`src/verilog/charger_regs.svh`:
```
// Register codes, reset values, field positions and timing counts
`ifndef CHARGER_REGS_SVH
`define CHARGER_REGS_SVH

// Register codes carried in the register address byte
`define CHG_REG_CHARGE 8'h14
`define CHG_REG_UPPER 8'h15
`define CHG_REG_CTRL 8'h3D
`define CHG_REG_LOWER 8'h3E
`define CHG_REG_ADAPTER 8'h3F
`define CHG_REG_MFR_ID 8'hFE
`define CHG_REG_DEV_ID 8'hFF

// Reset values of the settings
`define CHG_RST_CHARGE 16'h0000
`define CHG_RST_UPPER 16'h0000
`define CHG_RST_LOWER 16'h0000
`define CHG_RST_ADAPTER 16'h0000
`define CHG_RST_CTRL 16'h0000

// Control register status fields
`define CHG_CTRL_ADAPTER_BIT 6
`define CHG_CTRL_TRICKLE_BIT 7
`define CHG_CTRL_RO_MASK 16'h00C0

// Target address and direction bit values
`define CHG_TARGET_ADDR 7'h09
`define CHG_DIR_READ 1'h1

// Watchdog time in seconds and its cycle count at the system clock
`define CHG_TIMEOUT_S 64'h0000_0000_0000_00AF
`define CHG_SYS_CLK_HZ 64'h0000_0000_05F5_E100
`define CHG_TIMEOUT_CYC (`CHG_TIMEOUT_S * `CHG_SYS_CLK_HZ)

`endif

```
`src/verilog/charger_pkg.sv`:
```
// Types shared by the charger register port
package charger_pkg;

  // Transfer engine states
  typedef enum logic [2:0] {
    ST_IDLE,
    ST_RX,
    ST_ACK,
    ST_TX,
    ST_RACK,
    ST_IGNORE
  } port_state_t;

endpackage

```
`src/verilog/charger_smbus_register_port.sv`:
```
// SMBus target port holding the charger's 16-bit setting registers
// How it works
// All registers are full 16-bit words
// Five settings accept host writes
// Host starts writes with direction bit zero
// Register address byte acknowledged; charge at 0x14
// Low byte first, each data byte acknowledged
// Host closes write with a stop
// New setting applied only at stop
// One register per write transaction
// Seven registers can be read back
// Read selects register with write, then stop
// New start, control byte with read bit
// Acknowledge read byte, send low byte
// Host acknowledges low byte on ninth clock
// High byte sent, then not-acknowledge
// Host ends read with a stop
// One register per read transaction
// Adapter current limit at 0x3F, readable
// Control register at 0x3D
// Control bits 6 and 7 ignore writes
// No refresh in 175 s cuts battery switch; the code cuts it only while the adapter flag is present
// Stray start or stop abandons transaction
`timescale 1ns/1ns
`default_nettype none
`include "charger_regs.svh"

module charger_smbus_register_port
#(
  parameter logic [6:0] TARGET_ADDR = `CHG_TARGET_ADDR,
  parameter logic [35:0] TIMEOUT_CYCLES = 36'(`CHG_TIMEOUT_CYC),
  parameter logic [15:0] MFR_ID = 16'h5A3C, // Arbitrary value
  parameter logic [15:0] DEV_ID = 16'h0C17 // Arbitrary value
)
(
  // Clock and reset
  input wire logic sys_clk_in,
  input wire logic rst_in,
  // SMBus pins
  input wire logic scl_in,
  input wire logic sda_in,
  output logic sda_out,
  output logic sda_oe_n_out,
  // Charger status pins
  input wire logic adapter_present_flag_in,
  input wire logic trickle_in,
  // Applied settings
  output logic [15:0] charge_current_limit_out,
  output logic [15:0] adapter_current_limit_out,
  output logic [15:0] upper_system_voltage_out,
  output logic [15:0] lower_system_voltage_out,
  output logic [15:0] control_out,
  output logic battery_switch_gate_out
);

  charger_pkg::port_state_t state_q;
  logic sda_s, scl_rise, scl_fall, start_p, stop_p;
  logic [2:0] bit_cnt_q, idx_q;
  logic rd_q, got_q, wr_done_q, tx_hi_q, ack_q, sda_oe_n_q, sda_lvl_q;
  logic [7:0] sh_q, sel_q, lo_q, hi_q;
  logic [15:0] rd_word_q, rd_word, wr_word;
  logic [15:0] charge_q, adapter_q, upper_q, lower_q, ctrl_q;
  logic adapter_s1_q, adapter_s2_q, trickle_s1_q, trickle_s2_q;
  logic [35:0] tmr_q;
  logic timed_out_q, gate_q;
  logic addr_hit, code_rd_ok, code_wr_ok, byte_ack, commit, refresh, hit;

  smbus_line_sync u_sync
  (
    .sys_clk_in(sys_clk_in),
    .rst_in(rst_in),
    .scl_in(scl_in),
    .sda_in(sda_in),
    .sda_level_out(sda_s),
    .scl_rise_out(scl_rise),
    .scl_fall_out(scl_fall),
    .start_out(start_p),
    .stop_out(stop_p)
  );
  // Status pins and watchdog; a timeout set wins over a same-cycle refresh
  always_ff @(posedge sys_clk_in or posedge rst_in)
  begin
    if (rst_in)
    begin
      adapter_s1_q <= 1'b0;
      adapter_s2_q <= 1'b0;
      trickle_s1_q <= 1'b0;
      trickle_s2_q <= 1'b0;
      sda_lvl_q <= 1'b0;
      tmr_q <= 36'd0;
      timed_out_q <= 1'b0;
      gate_q <= 1'b1;
    end
    else
    begin
      adapter_s1_q <= adapter_present_flag_in;
      adapter_s2_q <= adapter_s1_q;
      trickle_s1_q <= trickle_in;
      trickle_s2_q <= trickle_s1_q;
      sda_lvl_q <= 1'b0; // Open drain only ever pulls low
      tmr_q <= (refresh || !adapter_s2_q || hit) ? 36'd0 :
        timed_out_q ? tmr_q : tmr_q + 36'd1;
      timed_out_q <= (adapter_s2_q && hit) ? 1'b1 :
        refresh ? 1'b0 : timed_out_q;
      gate_q <= !(adapter_s2_q && timed_out_q);
    end
  end

  // Byte decode; a fifth byte gets no acknowledge
  assign addr_hit = (sh_q[7:1] == TARGET_ADDR);
  assign code_wr_ok = (sel_q == `CHG_REG_CHARGE) ||
    (sel_q == `CHG_REG_ADAPTER) || (sel_q == `CHG_REG_UPPER) ||
    (sel_q == `CHG_REG_LOWER) || (sel_q == `CHG_REG_CTRL);
  assign code_rd_ok = (sh_q == `CHG_REG_CHARGE) ||
    (sh_q == `CHG_REG_ADAPTER) || (sh_q == `CHG_REG_UPPER) ||
    (sh_q == `CHG_REG_LOWER) || (sh_q == `CHG_REG_CTRL) ||
    (sh_q == `CHG_REG_MFR_ID) || (sh_q == `CHG_REG_DEV_ID);
  assign byte_ack = (idx_q == 3'd0) ? addr_hit :
    (idx_q == 3'd1) ? (!rd_q && code_rd_ok) :
    (idx_q <= 3'd3) ? (!rd_q && code_wr_ok) : 1'b0;
  // Readback selection; status bits replace the stored control bits
  assign rd_word =
    (sel_q == `CHG_REG_CHARGE) ? charge_q :
    (sel_q == `CHG_REG_ADAPTER) ? adapter_q :
    (sel_q == `CHG_REG_UPPER) ? upper_q :
    (sel_q == `CHG_REG_LOWER) ? lower_q :
    (sel_q == `CHG_REG_CTRL) ? (ctrl_q | {8'h00, trickle_s2_q,
      adapter_s2_q, 6'h00}) :
    (sel_q == `CHG_REG_MFR_ID) ? MFR_ID : DEV_ID;
  // Transfer engine; start and stop override every state
  always_ff @(posedge sys_clk_in or posedge rst_in)
  begin
    if (rst_in)
    begin
      state_q <= charger_pkg::ST_IDLE;
      bit_cnt_q <= 3'd0;
      idx_q <= 3'd0;
      rd_q <= 1'b0;
      got_q <= 1'b0;
      wr_done_q <= 1'b0;
      tx_hi_q <= 1'b0;
      ack_q <= 1'b0;
      sda_oe_n_q <= 1'b1;
      sh_q <= 8'h00;
      sel_q <= 8'h00;
      lo_q <= 8'h00;
      hi_q <= 8'h00;
      rd_word_q <= 16'h0000;
    end
    else if (start_p)
    begin
      state_q <= charger_pkg::ST_RX;
      bit_cnt_q <= 3'd0;
      idx_q <= 3'd0;
      got_q <= 1'b0;
      wr_done_q <= 1'b0;
      sda_oe_n_q <= 1'b1;
    end
    else if (stop_p)
    begin
      state_q <= charger_pkg::ST_IDLE;
      wr_done_q <= 1'b0;
      sda_oe_n_q <= 1'b1;
    end
    else
    begin
      case (state_q)
        charger_pkg::ST_RX:
        begin
          if (scl_rise)
          begin
            sh_q <= {sh_q[6:0], sda_s};
            bit_cnt_q <= bit_cnt_q + 3'd1;
            got_q <= (bit_cnt_q == 3'd7);
          end
          else if (scl_fall && got_q)
          begin
            got_q <= 1'b0;
            state_q <= byte_ack ? charger_pkg::ST_ACK
                                : charger_pkg::ST_IGNORE;
            sda_oe_n_q <= !byte_ack;
            if (idx_q == 3'd0)
              rd_q <= (sh_q[0] == `CHG_DIR_READ);
            if (idx_q == 3'd1)
              sel_q <= sh_q;
            if (idx_q == 3'd2)
              lo_q <= sh_q;
            if (idx_q == 3'd3)
              hi_q <= sh_q;
            wr_done_q <= wr_done_q || (idx_q == 3'd3);
          end
        end
        charger_pkg::ST_ACK:
        begin
          if (scl_fall && rd_q)
          begin
            state_q <= charger_pkg::ST_TX;
            rd_word_q <= rd_word;
            sh_q <= rd_word[7:0];
            sda_oe_n_q <= rd_word[7];
            tx_hi_q <= 1'b0;
            bit_cnt_q <= 3'd0;
          end
          else if (scl_fall)
          begin
            state_q <= charger_pkg::ST_RX;
            sda_oe_n_q <= 1'b1;
            idx_q <= idx_q + 3'd1;
          end
        end
        charger_pkg::ST_TX:
        begin
          if (scl_fall)
          begin
            bit_cnt_q <= bit_cnt_q + 3'd1;
            sh_q <= {sh_q[6:0], 1'b0};
            sda_oe_n_q <= (bit_cnt_q == 3'd7) ? 1'b1 : sh_q[6];
            if (bit_cnt_q == 3'd7)
              state_q <= charger_pkg::ST_RACK;
          end
        end
        charger_pkg::ST_RACK:
        begin
          if (scl_rise)
            ack_q <= !sda_s;
          else if (scl_fall && !tx_hi_q && ack_q)
          begin
            state_q <= charger_pkg::ST_TX;
            tx_hi_q <= 1'b1;
            sh_q <= rd_word_q[15:8];
            sda_oe_n_q <= rd_word_q[15];
          end
          else if (scl_fall)
            state_q <= charger_pkg::ST_IGNORE;
        end
        charger_pkg::ST_IDLE,
        charger_pkg::ST_IGNORE:
          sda_oe_n_q <= 1'b1;
        default:
          state_q <= charger_pkg::ST_IDLE;
      endcase
    end
  end
  // Settings change only on a stop after a complete word
  assign wr_word = {hi_q, lo_q};
  assign commit = stop_p && wr_done_q;
  assign refresh = commit && ((sel_q == `CHG_REG_CHARGE) ||
    (sel_q == `CHG_REG_UPPER));
  assign hit = (tmr_q == TIMEOUT_CYCLES - 36'd1);

  always_ff @(posedge sys_clk_in or posedge rst_in)
  begin
    if (rst_in)
    begin
      charge_q <= `CHG_RST_CHARGE;
      adapter_q <= `CHG_RST_ADAPTER;
      upper_q <= `CHG_RST_UPPER;
      lower_q <= `CHG_RST_LOWER;
      ctrl_q <= `CHG_RST_CTRL;
    end
    else if (commit)
    begin
      case (sel_q)
        `CHG_REG_CHARGE: charge_q <= wr_word;
        `CHG_REG_ADAPTER: adapter_q <= wr_word;
        `CHG_REG_UPPER: upper_q <= wr_word;
        `CHG_REG_LOWER: lower_q <= wr_word;
        `CHG_REG_CTRL: ctrl_q <= wr_word & ~`CHG_CTRL_RO_MASK;
        default: ctrl_q <= ctrl_q;
      endcase
    end
  end

  // Outputs taken straight from their flip-flops
  assign sda_out = sda_lvl_q;
  assign sda_oe_n_out = sda_oe_n_q;
  assign charge_current_limit_out = charge_q;
  assign adapter_current_limit_out = adapter_q;
  assign upper_system_voltage_out = upper_q;
  assign lower_system_voltage_out = lower_q;
  assign control_out = ctrl_q;
  assign battery_switch_gate_out = gate_q;
endmodule // charger_smbus_register_port

`default_nettype wire

```
`src/verilog/smbus_line_sync.sv`:
```
// Pin synchroniser and start, stop and clock edge detection for SMBus
`timescale 1ns/1ns
`default_nettype none

module smbus_line_sync
(
  // Clock and reset
  input wire logic sys_clk_in,
  input wire logic rst_in,
  // Bus pins
  input wire logic scl_in,
  input wire logic sda_in,
  // Detected events
  output logic sda_level_out,
  output logic scl_rise_out,
  output logic scl_fall_out,
  output logic start_out,
  output logic stop_out
);

  logic scl_s1_q, scl_s2_q, scl_s3_q;
  logic sda_s1_q, sda_s2_q, sda_s3_q;

  // Idle bus level is high, so stages reset high to avoid false events
  always_ff @(posedge sys_clk_in or posedge rst_in)
  begin
    if (rst_in)
    begin
      scl_s1_q <= 1'b1;
      scl_s2_q <= 1'b1;
      scl_s3_q <= 1'b1;
      sda_s1_q <= 1'b1;
      sda_s2_q <= 1'b1;
      sda_s3_q <= 1'b1;
    end
    else
    begin
      scl_s1_q <= scl_in;
      scl_s2_q <= scl_s1_q;
      scl_s3_q <= scl_s2_q;
      sda_s1_q <= sda_in;
      sda_s2_q <= sda_s1_q;
      sda_s3_q <= sda_s2_q;
    end
  end

  // Events only look at the second and third stages
  assign sda_level_out = sda_s2_q;
  assign scl_rise_out = scl_s2_q & ~scl_s3_q;
  assign scl_fall_out = ~scl_s2_q & scl_s3_q;
  assign start_out = scl_s2_q & scl_s3_q & sda_s3_q & ~sda_s2_q;
  assign stop_out = scl_s2_q & scl_s3_q & ~sda_s3_q & sda_s2_q;

endmodule // smbus_line_sync

`default_nettype wire

```
`config.mk`:
```
export PLATFORM = sky130hd
export DESIGN_NAME = charger_smbus_register_port
export DESIGN_NICKNAME = d
export VERILOG_FILES = /design/src/verilog/charger_pkg.sv /design/src/verilog/charger_smbus_register_port.sv /design/src/verilog/smbus_line_sync.sv
export VERILOG_INCLUDE_DIRS = /design/src /design/src/verilog
export SDC_FILE = /design/constraint.sdc
export NUM_CORES = 1
export LEC_CHECK = 0
export ABC_AREA = 1
export ABC_CLOCK_PERIOD_IN_PS = 7800
export BUFFER_PORTS_ARGS = -buffer_cell sky130_fd_sc_hd__buf_2
export CAP_MARGIN = 15
export CORE_UTILIZATION = 45
export DETAILED_ROUTE_END_ITERATION = 7
export PLACE_DENSITY = 0.74
export SLEW_MARGIN = 20
export SYNTH_ARGS = -nofsm -noshare
export SYNTH_HDL_FRONTEND = slang
export SYNTH_SLANG_ARGS = --single-unit
```
`constraint.sdc`:
```
create_clock -name sys_clk_in -period 7.8 [get_ports sys_clk_in]
set_input_delay 0.78 -clock sys_clk_in [delete_from_list [all_inputs] [get_ports sys_clk_in]]
set_output_delay 0.78 -clock sys_clk_in [all_outputs]
set_load 0.005 [all_outputs]
```
* Yosys cells after proc, flatten, opt, wreduce, memory -nomap -nowiden
Cells that the tools add are included.
Word-level totals: register bits after elaboration 189, bits of input ports 6, output and inout port bits 83, word-level logic and storage cells 227
Cells by class: $add $sub $neg 3, magnitude comparators 1, equality and inequality tests 45, muxes and demuxes 68, bitwise gates (word level) 15, reduce and logical (&&, ||, !) cells 63
Operators by type and width (count):
- 2-to-1 mux 16 bit | 5
- 2-to-1 mux 36 bit | 2
- 2-to-1 mux 3 bit | 22
- == test 8 x 6 -> 1 bit, second input constant | 6
- 2-to-1 mux 8 bit | 5
- adder 36 x 1 -> 36 bit, second input constant | 1
- == test 36 x 35 -> 1 bit, second input constant | 1
- == test 8 x 5 -> 1 bit, second input constant | 4
- case mux 8 bit (4 select lines) | 1
- AND reduction 6 bit | 5
- 2-to-1 mux 1 bit | 28
- == test 8 bit, second input constant | 3
- inequality test 4 bit, second input constant | 6
- bitwise OR 16 x 8 -> 16 bit | 1
- AND reduction 8 bit | 2
- 2-to-1 mux 15 bit | 1
- case mux 3 bit (5 select lines) | 1
- logical OR 1 bit | 14
- inequality test 2 bit, second input constant | 7
- == test 3 x 2 -> 1 bit, second input constant | 4
- inequality test 3 bit, second input constant | 4
- AND reduction 4 bit | 3
- logical AND 1 bit | 10
- inequality test 5 bit, second input constant | 2
- other kinds (23) | 57

* Depth between registers and ports, before layout
depth after elaboration 16, gate-level depth with buffers 14, mapped depth without buffers 13

* By module
A second synthesis with hierarchy kept.
Second synthesis, totals: cell total of the unflattened synthesis 1106, area, all modules 8894.8 sq um
By module, submodules not included:
- charger_smbus_register_port | times used 1, cells an instance 1088, area an instance 8692.1 sq um, sequential area each 4381.7 sq um
- smbus_line_sync | times used 1, cells an instance 18, area an instance 202.7 sq um, sequential area each 157.7 sq um

* Worst setup path after synthesis
Ideal clock, no wire load.
path type register to register, start reg u_sync.sda_s2_q (netlist: u_sync.sda_level_out), end reg tmr_q[33], library setup time 123 ps, arrival time 1572 ps, required time 7677 ps, setup slack 6105 ps, stages on the path, launching flop included 11, path buffers 1, period minus slack after synthesis 1695 ps, path through dfstp_2 inv_1 nor3_2 nand2_2 nor2_2 nor3_2 nand2_2 inv_2 buf_4 o21ai_1 a21oi_1
On the way: word-level cells in the longest chain between the ends 6, elaborated cells between the ends (all ways) 7, classes of those cells eq/ne: 1; mux: 1; bitwise: 1; reduce/logical: 4
Ends and longest elaborated chain:
- start, declared | RTL line smbus_line_sync.sv:22 | logic sda_s1_q, sda_s2_q, sda_s3_q;
- start signal, assigned | RTL line smbus_line_sync.sv:42 | sda_s2_q <= sda_s1_q;
- bitwise AND 1 bit * | RTL line smbus_line_sync.sv:52 | assign stop_out = scl_s2_q & scl_s3_q & ~sda_s3_q & sda_s2_q;
- logical AND 1 bit * | RTL line charger_smbus_register_port.sv:246 | assign commit = stop_p && wr_done_q;
- logical AND 1 bit * | RTL line charger_smbus_register_port.sv:247 | assign refresh = commit && ((sel_q == `CHG_REG_CHARGE) ||
- logical OR 1 bit * (2 in a row) | RTL line charger_smbus_register_port.sv:101 | tmr_q <= (refresh || !adapter_s2_q || hit) ? 36'd0 :
- inequality test 2 x 1 -> 1 bit (no source line) / 2-to-1 mux 36 bit (equally long branches)
- end signal, assigned | RTL line charger_smbus_register_port.sv:101
- end, declared | RTL line charger_smbus_register_port.sv:64 | logic [35:0] tmr_q;
Every way passes the cells marked *; elsewhere a longest branch is shown, timed or not. A chain may end at the register's enable or synchronous reset.

* Worst setup path after layout
start reg sel_q[3], end reg lower_q[5] (netlist: lower_system_voltage_out[5])
On the way: word-level cells in the longest chain between the ends 2
Ends and longest elaborated chain:
- start, declared | RTL line charger_smbus_register_port.sv:60 | logic [7:0] sh_q, sel_q, lo_q, hi_q;
- start signal, assigned | RTL line charger_smbus_register_port.sv:185 | sel_q <= sh_q;
- == test 8 x 6 -> 1 bit | RTL line charger_smbus_register_port.sv:263 | case (sel_q)
- AND reduction 2 bit (no source line)
- end signal, assigned | RTL line charger_smbus_register_port.sv:258 | lower_q <= `CHG_RST_LOWER;
- end signal, assigned | RTL line charger_smbus_register_port.sv:267 | `CHG_REG_LOWER: lower_q <= wr_word;
- end, declared | RTL line charger_smbus_register_port.sv:62 | logic [15:0] charge_q, adapter_q, upper_q, lower_q, ctrl_q;
Every way passes these cells.

==> flow_metrics.env <==
export IMPL_outcome="finished, final reports clean"
export IMPL_ir_drop_v=0.0001658
export IMPL_fmax_mhz=391.4
export IMPL_grt_pass1_vias=7153
export IMPL_post_synth_cell_area_avg_um2=8.154
export IMPL_die_boundary_width_um=141.6
export IMPL_asyncSetResetFlopFracSynth_pct=100.0
export IMPL_final_instance_count_excl_fill=1424
export IMPL_synth_edf_count=0
export IMPL_initial_cell_density_of_the_core_pct=46.44
export IMPL_most_used_standard_cell_by_instance_count_after_synthesis="sky130_fd_sc_hd__nand2_1"
export IMPL_core_rowCount=50
export IMPL_routed_wirelength_mm=22.21
export IMPL_cts_inserted_buffers=17
export IMPL_number_of_endpoints_with_negative_hold_slack_in_the_final_report=0
export IMPL_synth_ff_type="sky130_fd_sc_hd__dfrtp_1"
export IMPL_grt_start_max_net_pins=108
export IMPL_clk_latency_ns=0.44
export IMPL_ys_seq_area_share_pct=51.74
export IMPL_netlist_top_cells_area="sky130_fd_sc_hd__dfrtp_1, sky130_fd_sc_hd__nand2_1, sky130_fd_sc_hd__o21ai_0"
export IMPL_detail_route_drc_violations=0
export IMPL_holdBufCountCts=0
export IMPL_cts_tree="yes"
export IMPL_ys_seq_elements=181
export IMPL_placement_io_buffers=85
export IMPL_cts_htree_levels=4
export IMPL_grt_pass1_wl_mm=36.18
export IMPL_worstHoldPathType="register to register"
export IMPL_worstMarginPinSlew_ns=1.007
export IMPL_vias_per_cell=5.316
export IMPL_ant_nets=0
export IMPL_top_level_ports=89
export IMPL_post_synth_inst_count=1076
export IMPL_areaGrowthSynthToFinish_pct=13.92
export IMPL_synth_yosys_warnings=0
export IMPL_path_depth_of_the_worst_reg2reg_path=6
export IMPL_crit_path_end_kind="register"
export IMPL_worstHoldStart="adapter_s1_q$_DFF_PP0_"
export IMPL_slew_violations=0
export IMPL_detailedRoute_firstIterationViolations=634
export IMPL_clk_pin_slew_ns=0.08
export IMPL_gpl_final_weighted_congestion=0.8806
export IMPL_dpl_cell_count=1392
export IMPL_maxCapViolCount=0
export IMPL_globalRoute_totalOverflow=0
export IMPL_unrepaired_setup_endpoints_after_global_routing="false"
export IMPL_dr_pass1_iters=7
export IMPL_clockBufferDepth=2
export IMPL_finClkSkew_ns=0.01482
export IMPL_num_nets_final=1165
export IMPL_drive_gt1_share_pct=16.24
export IMPL_cp_data_required_time_ns=8.08
export IMPL_holdPathStages=0
export IMPL_mappedNetlistArea_mm2=0.008773
export IMPL_min_period_over_period_pct=32.76
export IMPL_dieArea_mm2=0.02006
export IMPL_route_vias_total=7570
export IMPL_clock_sinks=181
export IMPL_detailedPlacementHpwl_mm=15.64
export IMPL_worst_ep_arrival_time_ns=2.84
export IMPL_critical_path_reg2reg_endpoint="lower_system_voltage_out[5]$_DFFE_PP0P_"
export IMPL_post_cts_resize_count=0
export IMPL_post_synth_top_area_cell="sky130_fd_sc_hd__dfrtp_1"
export IMPL_cts_root_buf="sky130_fd_sc_hd__clkbuf_16"
export IMPL_reg2reg_slack_ns=5.24
export IMPL_cp_start_kind="register"
export IMPL_core_area_mm2=0.01889
export IMPL_power_leakage_nw=4.806
export IMPL_grt_antenna_before_repair=0
export IMPL_n_antenna_cell=0
export IMPL_rr_startpoint="sel_q[3]$_DFFE_PP0P_"
export IMPL_critPathMaxFanout=32
export IMPL_finish_utilization_pct=52.90
export IMPL_setup_viol=0
export IMPL_tns_ns=0
export IMPL_die_height_um=141.6
export IMPL_crit_type="register to register"
export IMPL_hold_path_end="adapter_s2_q$_DFF_PP0_"
export IMPL_synth_top_cell_area_share_pct=49.34
export IMPL_p_per_area_mw_per_mm2=221.8
export IMPL_worst_slew_margin_relative_to_its_limit_pct=32.71
export IMPL_cts_repair_timing_setup_buffer_count=0
export IMPL_holdWs_ns=0.3526
export IMPL_period_minus_slack_ns=2.555
export IMPL_netlist_top_cells_count="sky130_fd_sc_hd__nand2_1, sky130_fd_sc_hd__dfrtp_1, sky130_fd_sc_hd__o21ai_0"
export IMPL_synthDistinctLibCells=48
export IMPL_total_routing_usage_gr_pct=23.11
export IMPL_route_detailed_wl_per_inst_um=15.60
where the power goes:
part	switching, W	internal (W)
clock	0.000439	0.000441
combinational	0.000224	0.0000928
sequential	0.0000401	0.000980
cells in the final DEF (no fill, tap or decap), drive strengths merged, types with 9 or more instances in the layout:
| cell | Yosys | routed |
|---|---|---|
| nand2 | 289 | 289 |
| dfrtp | 173 | 173 |
| o21ai | 160 | 160 |
| inv | 132 | 139 |
| nor2 | 89 | 89 |
| buf | 18 | 86 |
| nand3 | 48 | 48 |
| a21oi | 40 | 40 |
| nor3 | 29 | 29 |
| clkbuf | 14 | 17 |
| nand4 | 14 | 14 |
| a221oi | 9 | 9 |
layer usage:
metal  wire length [um]  vias up  track usage [%]
li1                   -     3669                -
met1               9593     3592            30.86
met2              10720      266            37.15
met3               1294       43            4.556
met4                605        0            8.998
met5                  0        -                0
through the flow:
step	cell area [um^2]	setup slack (ns)	total power, W
floorplan	8781	2.118	0.001273
global placement	9375	5.163	0.001337
detailed placement	9375	5.149	0.001345
CTS	9995	5.263	0.002221
global route	9995	5.057	0.002313
finish	9995	5.245	0.002217
worst max path at each step:
stage,start,cells after the start,slack [ns],endpoint
final,sel_q[3]$_DFFE_PP0P_,6,5.24,lower_system_voltage_out[5]$_DFFE_PP0P_
after global routing,sel_q[2]$_DFFE_PP0P_,7,5.06,lower_system_voltage_out[3]$_DFFE_PP0P_
after CTS,sel_q[3]$_DFFE_PP0P_,6,5.26,lower_system_voltage_out[5]$_DFFE_PP0P_
after detailed placement,rst_in,3,5.15,charge_current_limit_out[10]$_DFFE_PP0P_
after global placement,rst_in,3,5.16,charge_current_limit_out[10]$_DFFE_PP0P_
after floorplan,rst_in,1,2.12,ack_q$_DFFE_PP0P_
cell type report:
class                      instances  area (um^2)
clock buffer                      17        425.4
clock inverter                    15        193.9
fill                            1763         8899
inverter                         134        508.0
multi-input combinational        731         3570
sequential                       181         4539
tap                              260        325.3
timing repair buffer              86        432.9
critical path, stage by stage, from the launching register on:
cell and delay [ns]:
sky130_fd_sc_hd__dfrtp_1 0.41, sky130_fd_sc_hd__nand2_1 0.16, sky130_fd_sc_hd__nor3_1 0.08, sky130_fd_sc_hd__nand2_1 0.34, sky130_fd_sc_hd__clkinv_1 0.38, sky130_fd_sc_hd__nand2_1 0.82, sky130_fd_sc_hd__o21ai_0 0.20
state kept, by name, indices dropped and copies added, names as in the netlist, 14 cells and up:
signal	flops
adapter_current_limit_out	16
charge_current_limit_out	16
control_out	14
lower_system_voltage_out	16
tmr_q	36
upper_system_voltage_out	16
kinds of logic (layout without fill, tap and decap cells):
logic type	Yosys count	after routing	synth area share, %
buffers and inverters	166	252	7.658
adder cells (fa/ha/maj)	8	8	1.141
flip-flops	181	181	51.74
AND/OR/NAND/NOR	482	482	24.32
XOR/XNOR	8	8	0.7987
other	1	3	0.04274
AO/OA/AOI/OAI	229	229	14.19
multiplexers	1	1	0.1141
Note: power is estimated with default switching activity, not from simulation.
